<file path="config.mk">
export PLATFORM = sky130hd
export DESIGN_NAME = wdtac_watchdog
export DESIGN_NICKNAME = d
export VERILOG_FILES = /design/src/common/wdtac_pkg.sv /design/src/common/wdtac_sfr_if.sv /design/src/verilog/wdtac_unlock.sv /design/src/verilog/wdtac_watchdog.sv
export SDC_FILE = /design/constraint.sdc
export NUM_CORES = 1
export LEC_CHECK = 0
export BUFFER_PORTS_ARGS = -buffer_cell sky130_fd_sc_hd__buf_2
export CORE_MARGIN = 2
export CORE_UTILIZATION = 57
export CTS_CLUSTER_DIAMETER = 80
export CTS_CLUSTER_SIZE = 28
export DETAILED_ROUTE_END_ITERATION = 16
export PLACE_DENSITY = 0.78
export SYNTH_ARGS = -nofsm -noshare
export SYNTH_HDL_FRONTEND = slang
export SYNTH_HIERARCHICAL = 1
export SYNTH_SLANG_ARGS = --single-unit
export TNS_END_PERCENT = 1
</file>
<file path="constraint.sdc">
create_clock -name clk -period 2.09 [get_ports clk]
set_input_delay 0.1045 -clock clk [delete_from_list [all_inputs] [get_ports clk]]
set_output_delay 0.1045 -clock clk [all_outputs]
set_load 0.01 [all_outputs]
</file>
<file path="src/common/wdtac_pkg.sv">
// Constants shared by the watchdog with timed-access protection
//
// How it works
// - Extended enable bit four gates watchdog interrupt
// - Extended priority bit four selects high
// - Interval field bits 7:6 of 0x8e
// - Intervals are 2^17, 2^20, 2^23, 2^26 clocks
// - Counter advances every clock, no prescaler
// - Expiry sets interrupt flag, polled if disabled
// - Flag and enable request interrupt regardless reset
// - Reset follows expiry by 512 unless restarted
// - Reset delay independent of interrupt enable
// - Reset enable bit gates only reset generation
// - Writing restart bit clears the count
// - Watchdog reset sets cause flag, software clears
// - Disabled reset never touches cause flag
// - Watchdog reset keeps counter running from zero
// - Hardware clears the restart bit itself
// - Software-set interrupt flag also raises interrupt
// - Global enable must also be set
package wdtac_pkg;

    // ----------------------------------------------------------------
    // Register addresses
    // ----------------------------------------------------------------
    localparam logic [7:0] ADDR_CKCTL = 8'h8e;
    localparam logic [7:0] ADDR_TAKEY = 8'hc7;
    localparam logic [7:0] ADDR_WDCTL = 8'hd8;
    localparam logic [7:0] ADDR_XIEN  = 8'he8;
    localparam logic [7:0] ADDR_XIPR  = 8'hf8;

    // ----------------------------------------------------------------
    // Field positions and reset values
    // ----------------------------------------------------------------
    localparam int         BIT_WDOG_IRQ   = 4;
    localparam int         BIT_EXP_FLAG   = 3;
    localparam int         BIT_CAUSE      = 2;
    localparam int         BIT_RST_EN     = 1;
    localparam int         BIT_RESTART    = 0;
    localparam int         POS_INTERVAL   = 6;
    localparam logic [7:0] CKCTL_RESET    = 8'h03;
    localparam logic [7:0] WDCTL_RESET    = 8'h00;

    // ----------------------------------------------------------------
    // Timed-access keys
    // ----------------------------------------------------------------
    localparam logic [7:0] UNLOCK_KEY_A   = 8'haa;
    localparam logic [7:0] UNLOCK_KEY_B   = 8'h55;

    // ----------------------------------------------------------------
    // Cycle counts
    // ----------------------------------------------------------------
    localparam int         COUNT_W        = 26;
    localparam int         INTERVAL_SEL0  = 131072;
    localparam int         INTERVAL_SEL1  = 1048576;
    localparam int         INTERVAL_SEL2  = 8388608;
    localparam int         INTERVAL_SEL3  = 67108864;
    localparam logic [9:0] RESET_DELAY    = 10'd512;

    typedef enum logic [2:0] {
        WDTAC_LOCK_IDLE = 3'b001,
        WDTAC_LOCK_KEY1 = 3'b010,
        WDTAC_LOCK_OPEN = 3'b100
    } wdtac_lock_state_t;

endpackage

</file>
<file path="src/common/wdtac_sfr_if.sv">
// Register access signals shared between watchdog and unlock gate
`timescale 1ns/1ps
interface wdtac_sfr_if;
    logic       wr;
    logic       rd;
    logic [7:0] addr;
    logic [7:0] wdata;
    logic       unlock;

    modport core
    (
        output wr,
        output rd,
        output addr,
        output wdata,
        input  unlock
    );

    modport gate
    (
        input  wr,
        input  rd,
        input  addr,
        input  wdata,
        output unlock
    );
endinterface

</file>
<file path="src/verilog/wdtac_unlock.sv">
// Timed-access unlock sequencer for the watchdog control register
`timescale 1ns/1ps
module wdtac_unlock
(
    input wire logic clk,
    input wire logic rst,
    wdtac_sfr_if.gate bus
);
    import wdtac_pkg::*;

    wdtac_lock_state_t state;
    wdtac_lock_state_t next_state;
    logic              key1_hit;
    logic              key2_hit;
    logic              access;

    assign access   = bus.wr || bus.rd;
    assign key1_hit = bus.wr && (bus.addr == ADDR_TAKEY)
                      && (bus.wdata == UNLOCK_KEY_A);
    assign key2_hit = bus.wr && (bus.addr == ADDR_TAKEY)
                      && (bus.wdata == UNLOCK_KEY_B);

    always_comb
    begin
        next_state = state;
        if (access)
        begin
            case (state)
                WDTAC_LOCK_KEY1:
                    next_state = key2_hit ? WDTAC_LOCK_OPEN
                               : (key1_hit ? WDTAC_LOCK_KEY1
                                           : WDTAC_LOCK_IDLE);
                default:
                    // Any access consumes an open window
                    next_state = key1_hit ? WDTAC_LOCK_KEY1
                                          : WDTAC_LOCK_IDLE;
            endcase
        end
    end

    always_ff @(posedge clk)
    begin
        if (rst)
            state <= WDTAC_LOCK_IDLE;
        else
            state <= next_state;
    end

    assign bus.unlock = (state == WDTAC_LOCK_OPEN);
endmodule

</file>
<file path="src/verilog/wdtac_watchdog.sv">
// Watchdog timer with interval select, delayed reset and timed access
`timescale 1ns/1ps
module wdtac_watchdog
#(
    parameter int INTERVAL_0 = wdtac_pkg::INTERVAL_SEL0,
    parameter int INTERVAL_1 = wdtac_pkg::INTERVAL_SEL1,
    parameter int INTERVAL_2 = wdtac_pkg::INTERVAL_SEL2,
    parameter int INTERVAL_3 = wdtac_pkg::INTERVAL_SEL3
)
(
    input  wire logic       clk,
    input  wire logic       rst,
    input  wire logic [7:0] sfr_addr,
    input  wire logic       sfr_wr,
    input  wire logic       sfr_rd,
    input  wire logic [7:0] sfr_wdata,
    input  wire logic       global_irq_enable,
    output logic      [7:0] sfr_rdata,
    output logic            wdog_irq_req,
    output logic            wdog_irq_high,
    output logic            wdog_core_reset,
    output logic      [2:0] stretch_field
);
    import wdtac_pkg::*;

    // ----------------------------------------------------------------
    // State
    // ----------------------------------------------------------------
    logic [1:0]         interval_select;
    logic [2:0]         stretch;
    logic               wdog_irq_enable;
    logic               wdog_irq_priority;
    logic               reset_gen_enable;
    logic               reset_cause_flag;
    logic               expiry_irq_flag;
    logic               count_restart;
    logic [COUNT_W-1:0] count;
    logic               pending;
    logic [9:0]         delay;
    logic [7:0]         rdata;
    logic               irq_req;
    logic               core_reset;

    logic [1:0]         next_interval_select;
    logic [2:0]         next_stretch;
    logic               next_wdog_irq_enable;
    logic               next_wdog_irq_priority;
    logic               next_reset_gen_enable;
    logic               next_reset_cause_flag;
    logic               next_expiry_irq_flag;
    logic               next_count_restart;
    logic [COUNT_W-1:0] next_count;
    logic               next_pending;
    logic [9:0]         next_delay;
    logic [7:0]         next_rdata;
    logic               next_irq_req;
    logic               next_core_reset;

    logic [COUNT_W-1:0] last_count;
    logic               expire;
    logic               fire;
    logic               wr_wdctl;
    logic               restart_now;

    wdtac_sfr_if bus ();

    assign bus.wr    = sfr_wr;
    assign bus.rd    = sfr_rd;
    assign bus.addr  = sfr_addr;
    assign bus.wdata = sfr_wdata;

    wdtac_unlock wdtac_unlock_i
    (
        .clk (clk),
        .rst (rst),
        .bus (bus)
    );

    // ----------------------------------------------------------------
    // Interval and expiry
    // ----------------------------------------------------------------
    always_comb
    begin
        case (interval_select)
            2'b00:   last_count = COUNT_W'(INTERVAL_0 - 1);
            2'b01:   last_count = COUNT_W'(INTERVAL_1 - 1);
            2'b10:   last_count = COUNT_W'(INTERVAL_2 - 1);
            default: last_count = COUNT_W'(INTERVAL_3 - 1);
        endcase
    end

    // Locked writes to the control register are silently dropped
    assign wr_wdctl    = sfr_wr && (sfr_addr == ADDR_WDCTL)
                         && bus.unlock;
    assign restart_now = wr_wdctl && sfr_wdata[BIT_RESTART];
    assign expire      = (count == last_count);
    assign fire        = pending && reset_gen_enable && !restart_now
                         && (delay == RESET_DELAY - 10'd1);

    // ----------------------------------------------------------------
    // Next-state logic
    // ----------------------------------------------------------------
    always_comb
    begin
        next_interval_select   = interval_select;
        next_stretch           = stretch;
        next_wdog_irq_enable   = wdog_irq_enable;
        next_wdog_irq_priority = wdog_irq_priority;
        next_reset_gen_enable  = reset_gen_enable;
        next_reset_cause_flag  = reset_cause_flag;
        next_expiry_irq_flag   = expiry_irq_flag;
        next_rdata             = 8'h00;

        if (sfr_wr && (sfr_addr == ADDR_CKCTL))
        begin
            next_interval_select = sfr_wdata[POS_INTERVAL +: 2];
            next_stretch         = sfr_wdata[2:0];
        end
        else if (sfr_wr && (sfr_addr == ADDR_XIEN))
        begin
            next_wdog_irq_enable = sfr_wdata[BIT_WDOG_IRQ];
        end
        else if (sfr_wr && (sfr_addr == ADDR_XIPR))
        begin
            next_wdog_irq_priority = sfr_wdata[BIT_WDOG_IRQ];
        end
        else if (wr_wdctl)
        begin
            next_reset_gen_enable = sfr_wdata[BIT_RST_EN];
            next_reset_cause_flag = sfr_wdata[BIT_CAUSE];
            next_expiry_irq_flag  = sfr_wdata[BIT_EXP_FLAG];
        end

        // Hardware sets win over a software clear in the same cycle
        if (expire)
            next_expiry_irq_flag = 1'b1;
        if (fire)
            next_reset_cause_flag = 1'b1;

        if (sfr_rd)
        begin
            if (sfr_addr == ADDR_CKCTL)
                next_rdata = {interval_select, 3'b000, stretch};
            else if (sfr_addr == ADDR_WDCTL)
                next_rdata = {4'h0, expiry_irq_flag, reset_cause_flag,
                              reset_gen_enable, count_restart};
            else if (sfr_addr == ADDR_XIEN)
                next_rdata = 8'(wdog_irq_enable) << BIT_WDOG_IRQ;
            else if (sfr_addr == ADDR_XIPR)
                next_rdata = 8'(wdog_irq_priority) << BIT_WDOG_IRQ;
            else
                next_rdata = 8'h00;
        end
    end

    always_comb
    begin
        // Restart bit is a one-cycle strobe, never held
        next_count_restart = restart_now;
        if (restart_now || fire || expire)
            next_count = '0;
        else
            next_count = count + COUNT_W'(1);

        next_pending = pending;
        next_delay   = delay;
        if (restart_now || !reset_gen_enable || fire)
        begin
            next_pending = 1'b0;
            next_delay   = 10'd0;
        end
        else if (expire)
        begin
            // Armed whatever the interrupt enable says
            next_pending = 1'b1;
            next_delay   = 10'd0;
        end
        else if (pending)
        begin
            next_delay = delay + 10'd1;
        end

        next_core_reset = fire;
        next_irq_req    = expiry_irq_flag && wdog_irq_enable
                          && global_irq_enable;
    end

    always_ff @(posedge clk)
    begin
        if (rst)
        begin
            interval_select   <= CKCTL_RESET[POS_INTERVAL +: 2];
            stretch           <= CKCTL_RESET[2:0];
            wdog_irq_enable   <= 1'b0;
            wdog_irq_priority <= 1'b0;
            reset_gen_enable  <= WDCTL_RESET[BIT_RST_EN];
            reset_cause_flag  <= WDCTL_RESET[BIT_CAUSE];
            expiry_irq_flag   <= WDCTL_RESET[BIT_EXP_FLAG];
            count_restart     <= WDCTL_RESET[BIT_RESTART];
            count             <= '0;
            pending           <= 1'b0;
            delay             <= 10'd0;
            rdata             <= 8'h00;
            irq_req           <= 1'b0;
            core_reset        <= 1'b0;
        end
        else
        begin
            interval_select   <= next_interval_select;
            stretch           <= next_stretch;
            wdog_irq_enable   <= next_wdog_irq_enable;
            wdog_irq_priority <= next_wdog_irq_priority;
            reset_gen_enable  <= next_reset_gen_enable;
            reset_cause_flag  <= next_reset_cause_flag;
            expiry_irq_flag   <= next_expiry_irq_flag;
            count_restart     <= next_count_restart;
            count             <= next_count;
            pending           <= next_pending;
            delay             <= next_delay;
            rdata             <= next_rdata;
            irq_req           <= next_irq_req;
            core_reset        <= next_core_reset;
        end
    end

    assign sfr_rdata       = rdata;
    assign wdog_irq_req    = irq_req;
    assign wdog_irq_high   = wdog_irq_priority;
    assign wdog_core_reset = core_reset;
    assign stretch_field   = stretch;

    // ----------------------------------------------------------------
    // Checks
    // ----------------------------------------------------------------
    logic [9:0] since_expiry;

    always_ff @(posedge clk)
    begin
        if (rst)
            since_expiry <= 10'h3ff;
        else if (expire)
            since_expiry <= 10'd0;
        else if (since_expiry != 10'h3ff)
            since_expiry <= since_expiry + 10'd1;
    end
endmodule

</file>
After elaboration in Yosys (flattened, before gate mapping) --
Cells that the tools add are included.
Cells by class: $add $sub $neg 2, reductions and logical operators 36, equality and inequality tests 19, multiplexer cells 18, bitwise gates (word level) 4
Operators by type and width (number):
- $pmux 26 s3 | 1
- $eq 8x8->1 const B | 6
- $add 26x1->26 const B | 1
- $eq 26x26->1 | 1
- $mux 5 | 3
- $logic_and 1x1->1 | 14
- $ne 2x2->1 const B | 6
- $reduce_and 4->1 | 3
- $add 10x1->10 const B | 1
- $eq 10x9->1 const B | 1
- $mux 1 | 10
- $eq 8x7->1 const B | 1
- $mux 8 | 1
- $mux 3 | 2
- $reduce_or 2->1 | 3
- $reduce_or 3->1 | 2
- $logic_or 1x1->1 | 5
- $reduce_or 5->1 | 1
- $not 1->1 | 4
- $reduce_bool 2->1 | 2
- $reduce_or 4->1 | 1
- $eq 3x2->1 const B | 1
- $eq 3x3->1 const B | 1
- $reduce_and 3->1 | 1
- 6 further kinds | 7
Storage, ports and cells: output and inout bits 14, input bits 21, register bits after elaboration 61

Longest topological paths before layout --
Gate-level depths: netlist (run 1).
word-level depth 10, depth in mapped cells 7, mapped depth without buffers 6

Hierarchy --
The synthesis (run 1) kept the hierarchy.
Modules (own cells, without submodules):
- wdtac_watchdog | area each 2581.2 um^2, cells an instance 266, times used 1
- wdtac_unlock | area each 214.0 um^2, cells an instance 24, times used 1

Least setup slack after synthesis (run 1) --
Ideal clock, no wire load.
path type flip-flop to flip-flop, from register count[0], to register count[15], path buffers 1, stages on the path, launching flop included 8, clock period less this slack 1.815 ns, arrival time 1.699 ns, slack 0.275 ns, setup time 0.115 ns, path through dfxtp_1 ha_1 nand4_2 nor4_1 nand4_2 nand3_4 buf_12 nor2_2
On the way: word-level cells in the longest chain between the ends 3, elaborated cells on any way between the ends 4
RTL lines:
- start, declared | line wdtac_watchdog.sv:37 | logic [COUNT_W-1:0] count;
- start signal, assigned | line wdtac_watchdog.sv:217 | count <= next_count;
- parallel branches: the longest is 3 deep, another holds $add 26x1->26
Parallel ways; which one is timed is not known. A chain may end at the register's enable or synchronous reset.

Final worst setup path (run 1) --
from register count[1], to register count[24]
The elaborated chain is that of the path after synthesis.

==> flow_metrics.py, run 1 <==
metrics = {
    "critical_path": {
        "crit_chain": "ha_2 -> nand4_2 -> buf_4 -> nor4_4 -> nand4_1 -> xor2_1 -> nor2_2",
        "cpPeakStageDelay_ns": 0.39,
        "critPathArrivalTime_ns": 2.06,
        "r2r_start": "count[1]$_SDFF_PP0_",
        "r2r_end": "count[24]$_SDFF_PP0_",
        "crit_end": "count[24]$_SDFF_PP0_",
        "worst-path-stages": 7,
        "crit_fanout": 5,
        "regToRegSetupSlack_ns": 0.25,
        "cpMaxStageDelayCell": "nor4_4",
        "critPathKind": "reg -> reg",
        "end_kind": "flip-flop",
        "rr_worst_depth": 7,
        "worstSetupStartpoint": "count[1]$_SDFF_PP0_",
        "start_kind": "flip-flop",
        "cp_top_family": "simple AND/OR/NAND/NOR gates",
        "worstPathRequired_ns": 2.31,
        "crit_buf_inv": 1,
    },
    "logic_synthesis": {
        "synthesis.nets": 313,
        "yosys_most_used_dff": "dfxtp_1",
        "syn_area_um2": 2795,
        "async_reset_ff_frac": 0,
        "ys_seq_area_frac": 0.4297,
        "synth_top_family_by_area": "simple AND/OR/NAND/NOR gates",
        "synth-xor-area-share": 0.1034,
        "synthCells": 290,
        "yosysTopAreaCellShare": 0.4297,
        "yosys-top-cells-area": "dfxtp_1 43%, xor2_1 6.6%, nor2_1 4.7%",
        "synth_edf_count": 0,
        "synth_compound_area_frac": 0.05640,
        "ys_ff_latch": 60,
        "synth_cell_type_count": 51,
        "synth_simple_gate_area_share": 0.3402,
        "synthAdderAreaFrac": 0.008953,
        "yosysTopAreaCell": "dfxtp_1",
        "synth_warnings": 6,
        "synthMuxAreaShare": 0.03223,
        "syn_avg_cell_area_um2": 9.639,
    },
    "cells_and_area": {
        "drive_gt1_frac": 0.2714,
        "areaGrowthSynthToFinish_pct": 15.94,
        "num-nets-final": 357,
        "fillers": 382,
        "layout_common_cells": "60 x dfxtp_1, 35 x nor2_1, 33 x buf_2, 21 x xor2_1, 20 x nor2_2",
        "final_common_cell": "dfxtp_1",
        "multi_input_area_um2": 1525,
        "diodes": 0,
        "regArea_um2": 1201,
        "fin_cells": 406,
    },
    "grt": {
        "grt_pass1_wl_mm": 9.411,
        "grt_max_degree": 27,
        "grt_pass1_vias": 2161,
        "grt_util_all_layers": 0.2229,
        "antenna_found_initial": 0,
        "gr-total-overflow": 0,
    },
    "cts": {
        "h-tree-depth": 3,
        "tritoncts": "done",
        "cts_made_buffers": 9,
        "clock_latency_ns": 0.34,
        "clkSinkCount": 60,
        "cts_buffer_depth": 2,
        "path_clk_slew_ns": 0.07,
        "cts_root_buffer": "clkbuf_8",
    },
    "die": {
        "coreArea_um2": 4723,
        "dieArea_um2": 5480,
        "die_x_um": 74.03,
        "num_rows": 25,
        "die_h_um": 74.03,
        "pin_count": 35,
        "start_util": 0.5918,
    },
    "place": {
        "portBuffers": 33,
        "post-place-ws_ns": 0.1432,
        "dp_hpwl_mm": 3.843,
        "post-place-cells": 390,
        "gp_congestion": 0.9170,
    },
    "routing": {
        "vias": 2173,
        "post-route-drc-count": 0,
        "vias_per_cell": 5.352,
        "topRoutingLayerUsed": "met4",
        "wl_per_cell_um": 13.03,
        "ant_nets": 0,
        "drt-pass1-iter-count": 4,
        "drt-met1-wl_mm": 2.534,
        "met2WireLength_mm": 2.476,
        "met3WireLength_um": 219,
        "drtIter0Drc": 90,
        "totalWireLength_mm": 5.291,
    },
    "run": {
        "drv_cap": 0,
    },
    "worst_hold_path": {
        "hold_path.class": "in -> reg",
    },
    "sta": {
        "final-hold-violation-count": 0,
        "period_needed_ns": 1.838,
        "fin_skew_ns": 0.008376,
        "setup_slack_ns": 0.2515,
        "timing.slew.headroom": 0.6339,
        "timing.fmax_mhz": 543.9,
        "fin_crit_sh": 0.8797,
        "setup_viol_count_final": 0,
        "slew_violations": 0,
        "tightestPinTransition_ns": 0.5479,
    },
    "power_and_ir_drop": {
        "p_leak_nw": 1.255,
        "totalPowerFinal_mw": 2.272,
        "powerDensity_nw_per_um2": 701.1,
        "peakVddDrop_mv": 0.5688,
    },
    "outcome": {
        "outcome": "complete, no violations",
    },
}
[per-stage QoR]
step                      hold slack (ns)  cell area [um^2]    util    TNS, ns
after floorplan                    0.1767              2795       -          0
after global placement             0.3692              3030  0.6416          0
after detailed placement           0.3829              3030  0.6416          0
after CTS                         0.02603              3232  0.6842          0
after global routing              0.01394              3241  0.6861  -0.007607
final                             0.03612              3241  0.6861          0
[sequential cells by signal, indices dropped and copies added (netlist names), 2 cells and up]
name                  count
interval_select           2
count                    26
wdtac_unlock_i/state      3
sfr_rdata                 7
delay                    10
stretch_field             3
[cells by family after synthesis]
kind of cell	Yosys count
flip-flops	60
XOR/XNOR	33
multiplexers	9
adder cells (fa/ha/maj)	2
AO/OA/AOI/OAI	18
other	1
AND/OR/NAND/NOR	156
buffers and inverters	11
[synthesized netlist by cell type, types with 2 or more instances]
library cell and count:
nand3_1 13, a22o_1 3, nand2_1 19, xor2_1 21
nor2_1 35, ha_1 2, nor2_2 20, nor4bb_1 3
a211o_2 2, nand4_2 2, nand3b_1 2, nand4b_1 2
and4_1 2, nor3b_1 3, and4bb_2 2, mux2i_1 9
nor3_1 8, dfxtp_1 60, buf_12 2, and3b_1 2
nor4_1 3, nand4_1 15, clkbuf_1 3, and2_1 4
inv_1 5, a311oi_1 2, a21oi_1 2, and3_1 5
a211o_1 2, nor4_4 2, xnor2_1 12, nor2b_1 4
[timing repair]
item / in CTS / in global routing
hold buffers: 0 / 0
gates resized for setup: 0 / 2
buffers inserted: 0 / 0
endpoints found under the setup margin: 0 / 26
[area by class of cell]
| class | count | share of cell area |
|---|---|---|
| sequential | 60 | 0.3707 |
| clock inverter | 6 | 0.01969 |
| timing repair buffer | 39 | 0.06486 |
| inverter | 5 | 0.005792 |
| clock buffer | 10 | 0.04247 |
| tap | 67 | 0.02587 |
| multi-input combinational | 219 | 0.4707 |
[worst min path at each step]
stage                                 start  cells after the start                                    to  slack [ns]
after global placement    global_irq_enable                      2               wdog_irq_req$_SDFF_PP0_        0.37
after CTS                 global_irq_enable                      2               wdog_irq_req$_SDFF_PP0_        0.03
after global routing      global_irq_enable                      2               wdog_irq_req$_SDFF_PP0_        0.01
after floorplan                         rst                      1  wdtac_unlock_i/state[2]$_SDFFE_PP0P_        0.18
after detailed placement  global_irq_enable                      2               wdog_irq_req$_SDFF_PP0_        0.38
final                     global_irq_enable                      2               wdog_irq_req$_SDFF_PP0_        0.04
[routing by layer]
metal | vias to the layer above | track usage
met1 | 1021 | 0.2746
met2 | 29 | 0.3562
met5 | - | 0
met3 | 7 | 0.08537
met4 | 0 | 0.08081
li1 | 1116 | -
[where the power goes]
part	internal, mW	total (mW)	switching [mW]
sequential	1.15	1.15	0.00531
clock	0.579	1.03	0.452
combinational	0.0352	0.0870	0.0519
Note: power is estimated with default switching activity, not from simulation.
==> run 2, diff against run 1 <==
--- a/config.mk
+++ b/config.mk
@@ -5,13 +5,13 @@
 export SDC_FILE = /design/constraint.sdc
 export NUM_CORES = 1
 export LEC_CHECK = 0
-export BUFFER_PORTS_ARGS = -buffer_cell sky130_fd_sc_hd__buf_2
 export CORE_MARGIN = 2
-export CORE_UTILIZATION = 57
+export CORE_UTILIZATION = 62
 export CTS_CLUSTER_DIAMETER = 80
-export CTS_CLUSTER_SIZE = 28
 export DETAILED_ROUTE_END_ITERATION = 16
-export PLACE_DENSITY = 0.78
+export DONT_BUFFER_PORTS = 1
+export PLACE_DENSITY = 0.77
+export SETUP_SLACK_MARGIN = 0.4
 export SYNTH_ARGS = -nofsm -noshare
 export SYNTH_HDL_FRONTEND = slang
 export SYNTH_HIERARCHICAL = 1
==> run 2 against run 1 <==
Against the previous run:
- setup slack improved by 0.16 ns
- via count increased by 2.5%
- sequential power about the same
- non-clock buffer count decreased by 9
- power fell by 2.5%
- largest power group unchanged
==> flow_metrics.py, run 2 (synthesized netlist as in run 1, its figures left out) <==
metrics = {
    "routing": {
        "post-route-drc-count": 0,
        "drt-pass1-iter-count": 8,
        "totalWireLength_mm": 5.835,
        "vias": 2227,
        "vias_per_cell": 5.845,
        "wl_per_cell_um": 15.31,
        "drtIter0Drc": 106,
        "ant_nets": 0,
    },
    "critical_path": {
        "cpMaxStageDelayCell": "or4_1",
        "crit_chain": "or4_1 -> a21boi_2 -> nand4_4 -> nand3_4 -> clkbuf_16 -> nor2_2",
        "cpPeakStageDelay_ns": 0.52,
        "critPathArrivalTime_ns": 1.90,
        "start_kind": "flip-flop",
        "critPathKind": "reg -> reg",
        "crit_buf_inv": 1,
        "cp_top_family": "simple AND/OR/NAND/NOR gates",
        "worstPathRequired_ns": 2.31,
        "end_kind": "flip-flop",
        "crit_fanout": 8,
    },
    "place": {
        "placed_cell_area_um2": 2860,
        "post-place-ws_ns": 0.1983,
        "dp_hpwl_mm": 3.652,
        "gp_congestion": 0.7983,
        "post-place-cells": 341,
        "portBuffers": 0,
    },
    "die": {
        "start_util": 0.6420,
        "num_rows": 24,
        "dieArea_um2": 5062,
        "coreArea_um2": 4354,
        "die_x_um": 71.15,
        "pin_count": 35,
        "die_h_um": 71.15,
    },
    "power_and_ir_drop": {
        "powerDensity_nw_per_um2": 659.0,
        "switching_power_mw": 0.4624,
        "p_clk_frac": 0.436,
        "p_int_mw": 1.753,
        "peakVddDrop_mv": 0.4941,
        "seq_power_share": 0.522,
        "totalPowerFinal_mw": 2.215,
        "p_leak_nw": 1.264,
        "p_comb_frac": 0.042,
        "p_sw_frac": 0.2087,
    },
    "cts": {
        "path_clk_slew_ns": 0.06,
        "cts_root_buffer": "clkbuf_8",
        "clock_latency_ns": 0.33,
        "clkSinkCount": 60,
        "cts_buffer_depth": 2,
        "tritoncts": "done",
        "cts_made_buffers": 9,
        "h-tree-depth": 3,
    },
    "grt": {
        "grt_pass1_vias": 2024,
        "grt_max_degree": 17,
        "grt_pass1_wl_mm": 9.342,
        "grt_util_all_layers": 0.2360,
        "gr-total-overflow": 0,
        "antenna_found_initial": 0,
    },
    "sta": {
        "tightestPinTransition_ns": 0.5943,
        "fin_crit_sh": 0.8031,
        "setup_slack_ns": 0.4114,
        "period_needed_ns": 1.679,
        "whs_ns": 0.005950,
        "fin_skew_ns": 0.006418,
        "tns_ns": 0,
        "timing.slew.headroom": 0.6025,
        "grt_setup_unrepaired": "true",
        "slew_violations": 0,
        "timing.fmax_mhz": 595.7,
        "setup_viol_count_final": 0,
        "final-hold-violation-count": 0,
    },
    "cells_and_area": {
        "fillers": 286,
        "num-nets-final": 348,
        "regMostFlops": "count",
        "layout_common_cells": "55 x dfxtp_1, 35 x nor2_1, 21 x xor2_1, 20 x nor2_2, 19 x nand2_1",
        "fin_cells": 381,
        "areaGrowthSynthToFinish_pct": 20.28,
        "final_common_cell": "dfxtp_1",
        "final_area_um2": 3362,
        "drive_gt1_frac": 0.2310,
        "largest_register_ffs": 26,
        "diodes": 0,
        "utilization": 0.7721,
    },
    "outcome": {
        "outcome": "complete, no violations",
    },
    "worst_hold_path": {
        "hold_path.class": "in -> reg",
    },
    "run": {
        "drv_cap": 0,
    },
}
run 2: cell types whose count changed in the layout (fill, tap and decap cells not counted), moves of 3 or more:
| cell | before | now |
|---|---|---|
| dfxtp_1 | 60 | 55 |
| buf_2 | 33 | 0 |
| dlygate4sd3_1 | 0 | 13 |
| clkbuf_8 | 10 | 13 |
| dfxtp_2 | 0 | 3 |
| buf_4 | 6 | 14 |
run 2: worst register-to-register path, stage by stage, from the launching register on:
cell	delay, ns
dfxtp_2	0.34
or4_1	0.52
a21boi_2	0.20
nand4_4	0.13
nand3_4	0.14
clkbuf_16	0.18
nor2_2	0.04
run 2: layout make-up:
cell class              count  area (um^2)  share of cell area
repair buffers             30        300.3             0.08932
flip-flops and latches     60         1212              0.3606
multi-input cells         219         1578              0.4693
clock inverters             1        5.005            0.001489
clock buffers              14        182.7             0.05434
inverters                   5        18.77            0.005582
well taps                  52        65.06             0.01935
run 2: path summary, 6_finish.rpt:
kind | slack [ns] | start | endpoint | cells after the start
setup / recovery | 0.41 | count[21]$_SDFF_PP0_ | count[17]$_SDFF_PP0_ | 6
hold / removal | 0.006 | sfr_addr[5] | sfr_rdata[3]$_SDFF_PP0_ | 2
setup reg to reg | 0.41 | count[21]$_SDFF_PP0_ | count[17]$_SDFF_PP0_ | 6
hold reg to reg | 0.47 | count_restart$_SDFF_PP0_ | sfr_rdata[0]$_SDFF_PP0_ | 1
run 2: timing repair:
action,CTS,global route
cloned,0,1
endpoints found under the hold margin,16,0
gates resized for setup,6,8
buffers inserted,1,10
hold buffers,13,0
pin swaps,5,9
setup endpoints to repair,36,40
run 2: power by group through the flow:
stage / registers [mW] / logic [mW] / clock network [mW]
floorplan: 1.18 / 0.0510 / 0
global placement: 1.18 / 0.0480 / 0
detailed placement: 1.18 / 0.0489 / 0
CTS: 1.16 / 0.0824 / 0.983
global route: 1.16 / 0.101 / 1.03
finish: 1.16 / 0.0935 / 0.965
run 2: layer usage:
metal / track usage / vias to the layer above / wire, um
met5: 0 / - / 0
met4: 0.1321 / 0 / 108
met3: 0.05556 / 10 / 305
met2: 0.3714 / 65 / 2845
met1: 0.2967 / 1050 / 2576
li1: - / 1102 / -
==> run 3, diff against run 2 <==
--- a/config.mk
+++ b/config.mk
@@ -6,11 +6,11 @@
 export NUM_CORES = 1
 export LEC_CHECK = 0
 export CORE_MARGIN = 2
-export CORE_UTILIZATION = 62
+export CORE_UTILIZATION = 56
 export CTS_CLUSTER_DIAMETER = 80
 export DETAILED_ROUTE_END_ITERATION = 16
 export DONT_BUFFER_PORTS = 1
-export PLACE_DENSITY = 0.77
+export PLACE_DENSITY = 0.73
 export SETUP_SLACK_MARGIN = 0.4
 export SYNTH_ARGS = -nofsm -noshare
 export SYNTH_HDL_FRONTEND = slang
==> constraint.sdc (replaced) <==
create_clock -name clk -period 1.5 [get_ports clk]
set_input_delay 0.075 -clock clk [delete_from_list [all_inputs] [get_ports clk]]
set_output_delay 0.075 -clock clk [all_outputs]
set_load 0.01 [all_outputs]
==> run 3 against run 2 <==
Against the previous run:
- global-route usage down 0.73 points
- the flow now finishes with violations (hold timing, setup timing)
- via count up 3.5%
- cell count up 12%
- critical endpoint is now count[4]$_SDFF_PP0_
==> flow_metrics.py, run 3 (synthesized netlist as in run 1, its figures left out) <==
metrics = {
    "place": {
        "dp_hpwl_mm": 4.080,
        "post-place-ws_ns": -0.1731,
        "placed_cell_area_um2": 3284,
        "gp_congestion": 0.8410,
        "portBuffers": 0,
        "post-place-cells": 407,
    },
    "sta": {
        "fin_crit_sh": 1.098,
        "whs_ns": -0.2008,
        "timing.fmax_mhz": 607.2,
        "period_needed_ns": 1.647,
        "tns_ns": -3.847,
        "final-hold-violation-count": 17,
        "grt_setup_unrepaired": "true",
        "fin_skew_ns": 0.007058,
        "setup_viol_count_final": 37,
        "setup_slack_ns": -0.1470,
        "slew_violations": 0,
    },
    "die": {
        "pin_count": 35,
        "num_rows": 25,
        "coreArea_um2": 4755,
        "dieArea_um2": 5573,
        "die_x_um": 74.65,
        "die_h_um": 74.65,
        "start_util": 0.5879,
    },
    "critical_path": {
        "cpPeakStageDelay_ns": 0.54,
        "cp_top_family": "simple AND/OR/NAND/NOR gates",
        "crit_buf_inv": 1,
        "critPathArrivalTime_ns": 1.87,
        "critPathKind": "reg -> reg",
        "worstPathRequired_ns": 1.73,
        "end_kind": "flip-flop",
        "cpMaxStageDelayCell": "or4_4",
        "crit_chain": "or4_4 -> a21boi_4 -> nand4_4 -> nand3_4 -> buf_12 -> nor2_1",
        "start_kind": "flip-flop",
        "crit_fanout": 12,
    },
    "cells_and_area": {
        "areaGrowthSynthToFinish_pct": 29.68,
        "num-nets-final": 378,
        "final_area_um2": 3625,
        "utilization": 0.7624,
        "final_common_cell": "buf_4",
        "drive_gt1_frac": 0.3611,
        "largest_register_ffs": 26,
        "diodes": 0,
        "regMostFlops": "count",
        "fin_cells": 427,
        "layout_common_cells": "53 x buf_4, 49 x dfxtp_1, 35 x nor2_1, 21 x xor2_1, 20 x nor2_2",
    },
    "grt": {
        "grt_util_all_layers": 0.2287,
        "antenna_found_initial": 0,
        "use_met3": 0.05355,
        "grt_use_met2": 0.3746,
        "gr-total-overflow": 0,
        "grt_busiest_layer": "met2",
        "grt_pass1_vias": 2264,
        "grtUsageMet1": 0.2899,
        "grt_pass1_wl_mm": 9.784,
        "grt_max_degree": 19,
    },
    "cts": {
        "cts_made_buffers": 9,
        "tritoncts": "done",
        "cts_setup_buffers": 0,
        "path_clk_slew_ns": 0.06,
        "cts_buffer_depth": 2,
        "clock_latency_ns": 0.33,
        "clkSinkCount": 60,
        "h-tree-depth": 3,
        "cts_root_buffer": "clkbuf_8",
    },
    "routing": {
        "vias_per_cell": 5.396,
        "totalWireLength_mm": 5.879,
        "drtIter0Drc": 121,
        "drt-pass1-iter-count": 4,
        "ant_nets": 0,
        "vias": 2304,
        "wl_per_cell_um": 13.77,
        "post-route-drc-count": 0,
    },
    "power_and_ir_drop": {
        "p_leak_nw": 1.399,
        "peakVddDrop_mv": 0.5997,
        "powerDensity_nw_per_um2": 810.9,
        "totalPowerFinal_mw": 2.939,
    },
    "run": {
        "drv_cap": 0,
    },
    "outcome": {
        "outcome": "complete, but fails checks",
        "violations": "hold timing, setup timing",
    },
    "worst_hold_path": {
        "hold_path.class": "in -> reg",
    },
}
==> run 3: cell types whose count changed in the layout (fill, tap and decap cells not counted), moves of 3 or more <==
| cell | delta |
|---|---|
| dfxtp_2 | +8 |
| dfxtp_1 | -6 |
| dlygate4sd3_1 | -9 |
| clkbuf_8 | -3 |
| clkbuf_1 | +3 |
| buf_4 | +39 |
==> run 3: worst paths after layout <==
path	slack, ns	cells past startpoint	end	from
max	-0.15	6	count[4]$_SDFF_PP0_	count[22]$_SDFF_PP0_
min	-0.20	1	reset_gen_enable$_SDFFE_PP0P_	rst
max reg2reg	-0.15	6	count[4]$_SDFF_PP0_	count[22]$_SDFF_PP0_
min reg2reg	0.46	1	sfr_rdata[0]$_SDFF_PP0_	count_restart$_SDFF_PP0_
==> run 3: worst register-to-register path, cell delays in order (launching register included) <==
cell	delay, ns
dfxtp_2	0.32
or4_4	0.54
a21boi_4	0.16
nand4_4	0.17
nand3_4	0.14
buf_12	0.15
nor2_1	0.05
==> run 3: power by group <==
part,leakage (nW),internal (mW),switching (mW)
Sequential,0.488,1.60,0.00766
Combinational,0.827,0.0585,0.0492
Clock,0.0844,0.641,0.581
Total,1.40,2.30,0.638
==> run 3: per-layer routing <==
metal | routed length (um) | part of all wire
met5 | 0 | 0
met4 | 88 | 0.015
met3 | 220 | 0.037
met2 | 2821 | 0.48
met1 | 2749 | 0.47
==> run 3: layout make-up <==
type | count | area [um^2]
fillers | 332 | 1130
well taps | 67 | 83.83
clock buffers | 14 | 152.6
repair buffers | 60 | 489.2
clock inverters | 2 | 10.01
inverters | 5 | 18.77
multi-input cells | 219 | 1655
flip-flops and latches | 60 | 1215
==> run 3: what timing repair did <==
item,CTS,global route
pin swaps,10,12
hold buffers,3,1
endpoints found under the hold margin,17,18
resized for setup,11,21
setup endpoints to repair,44,47
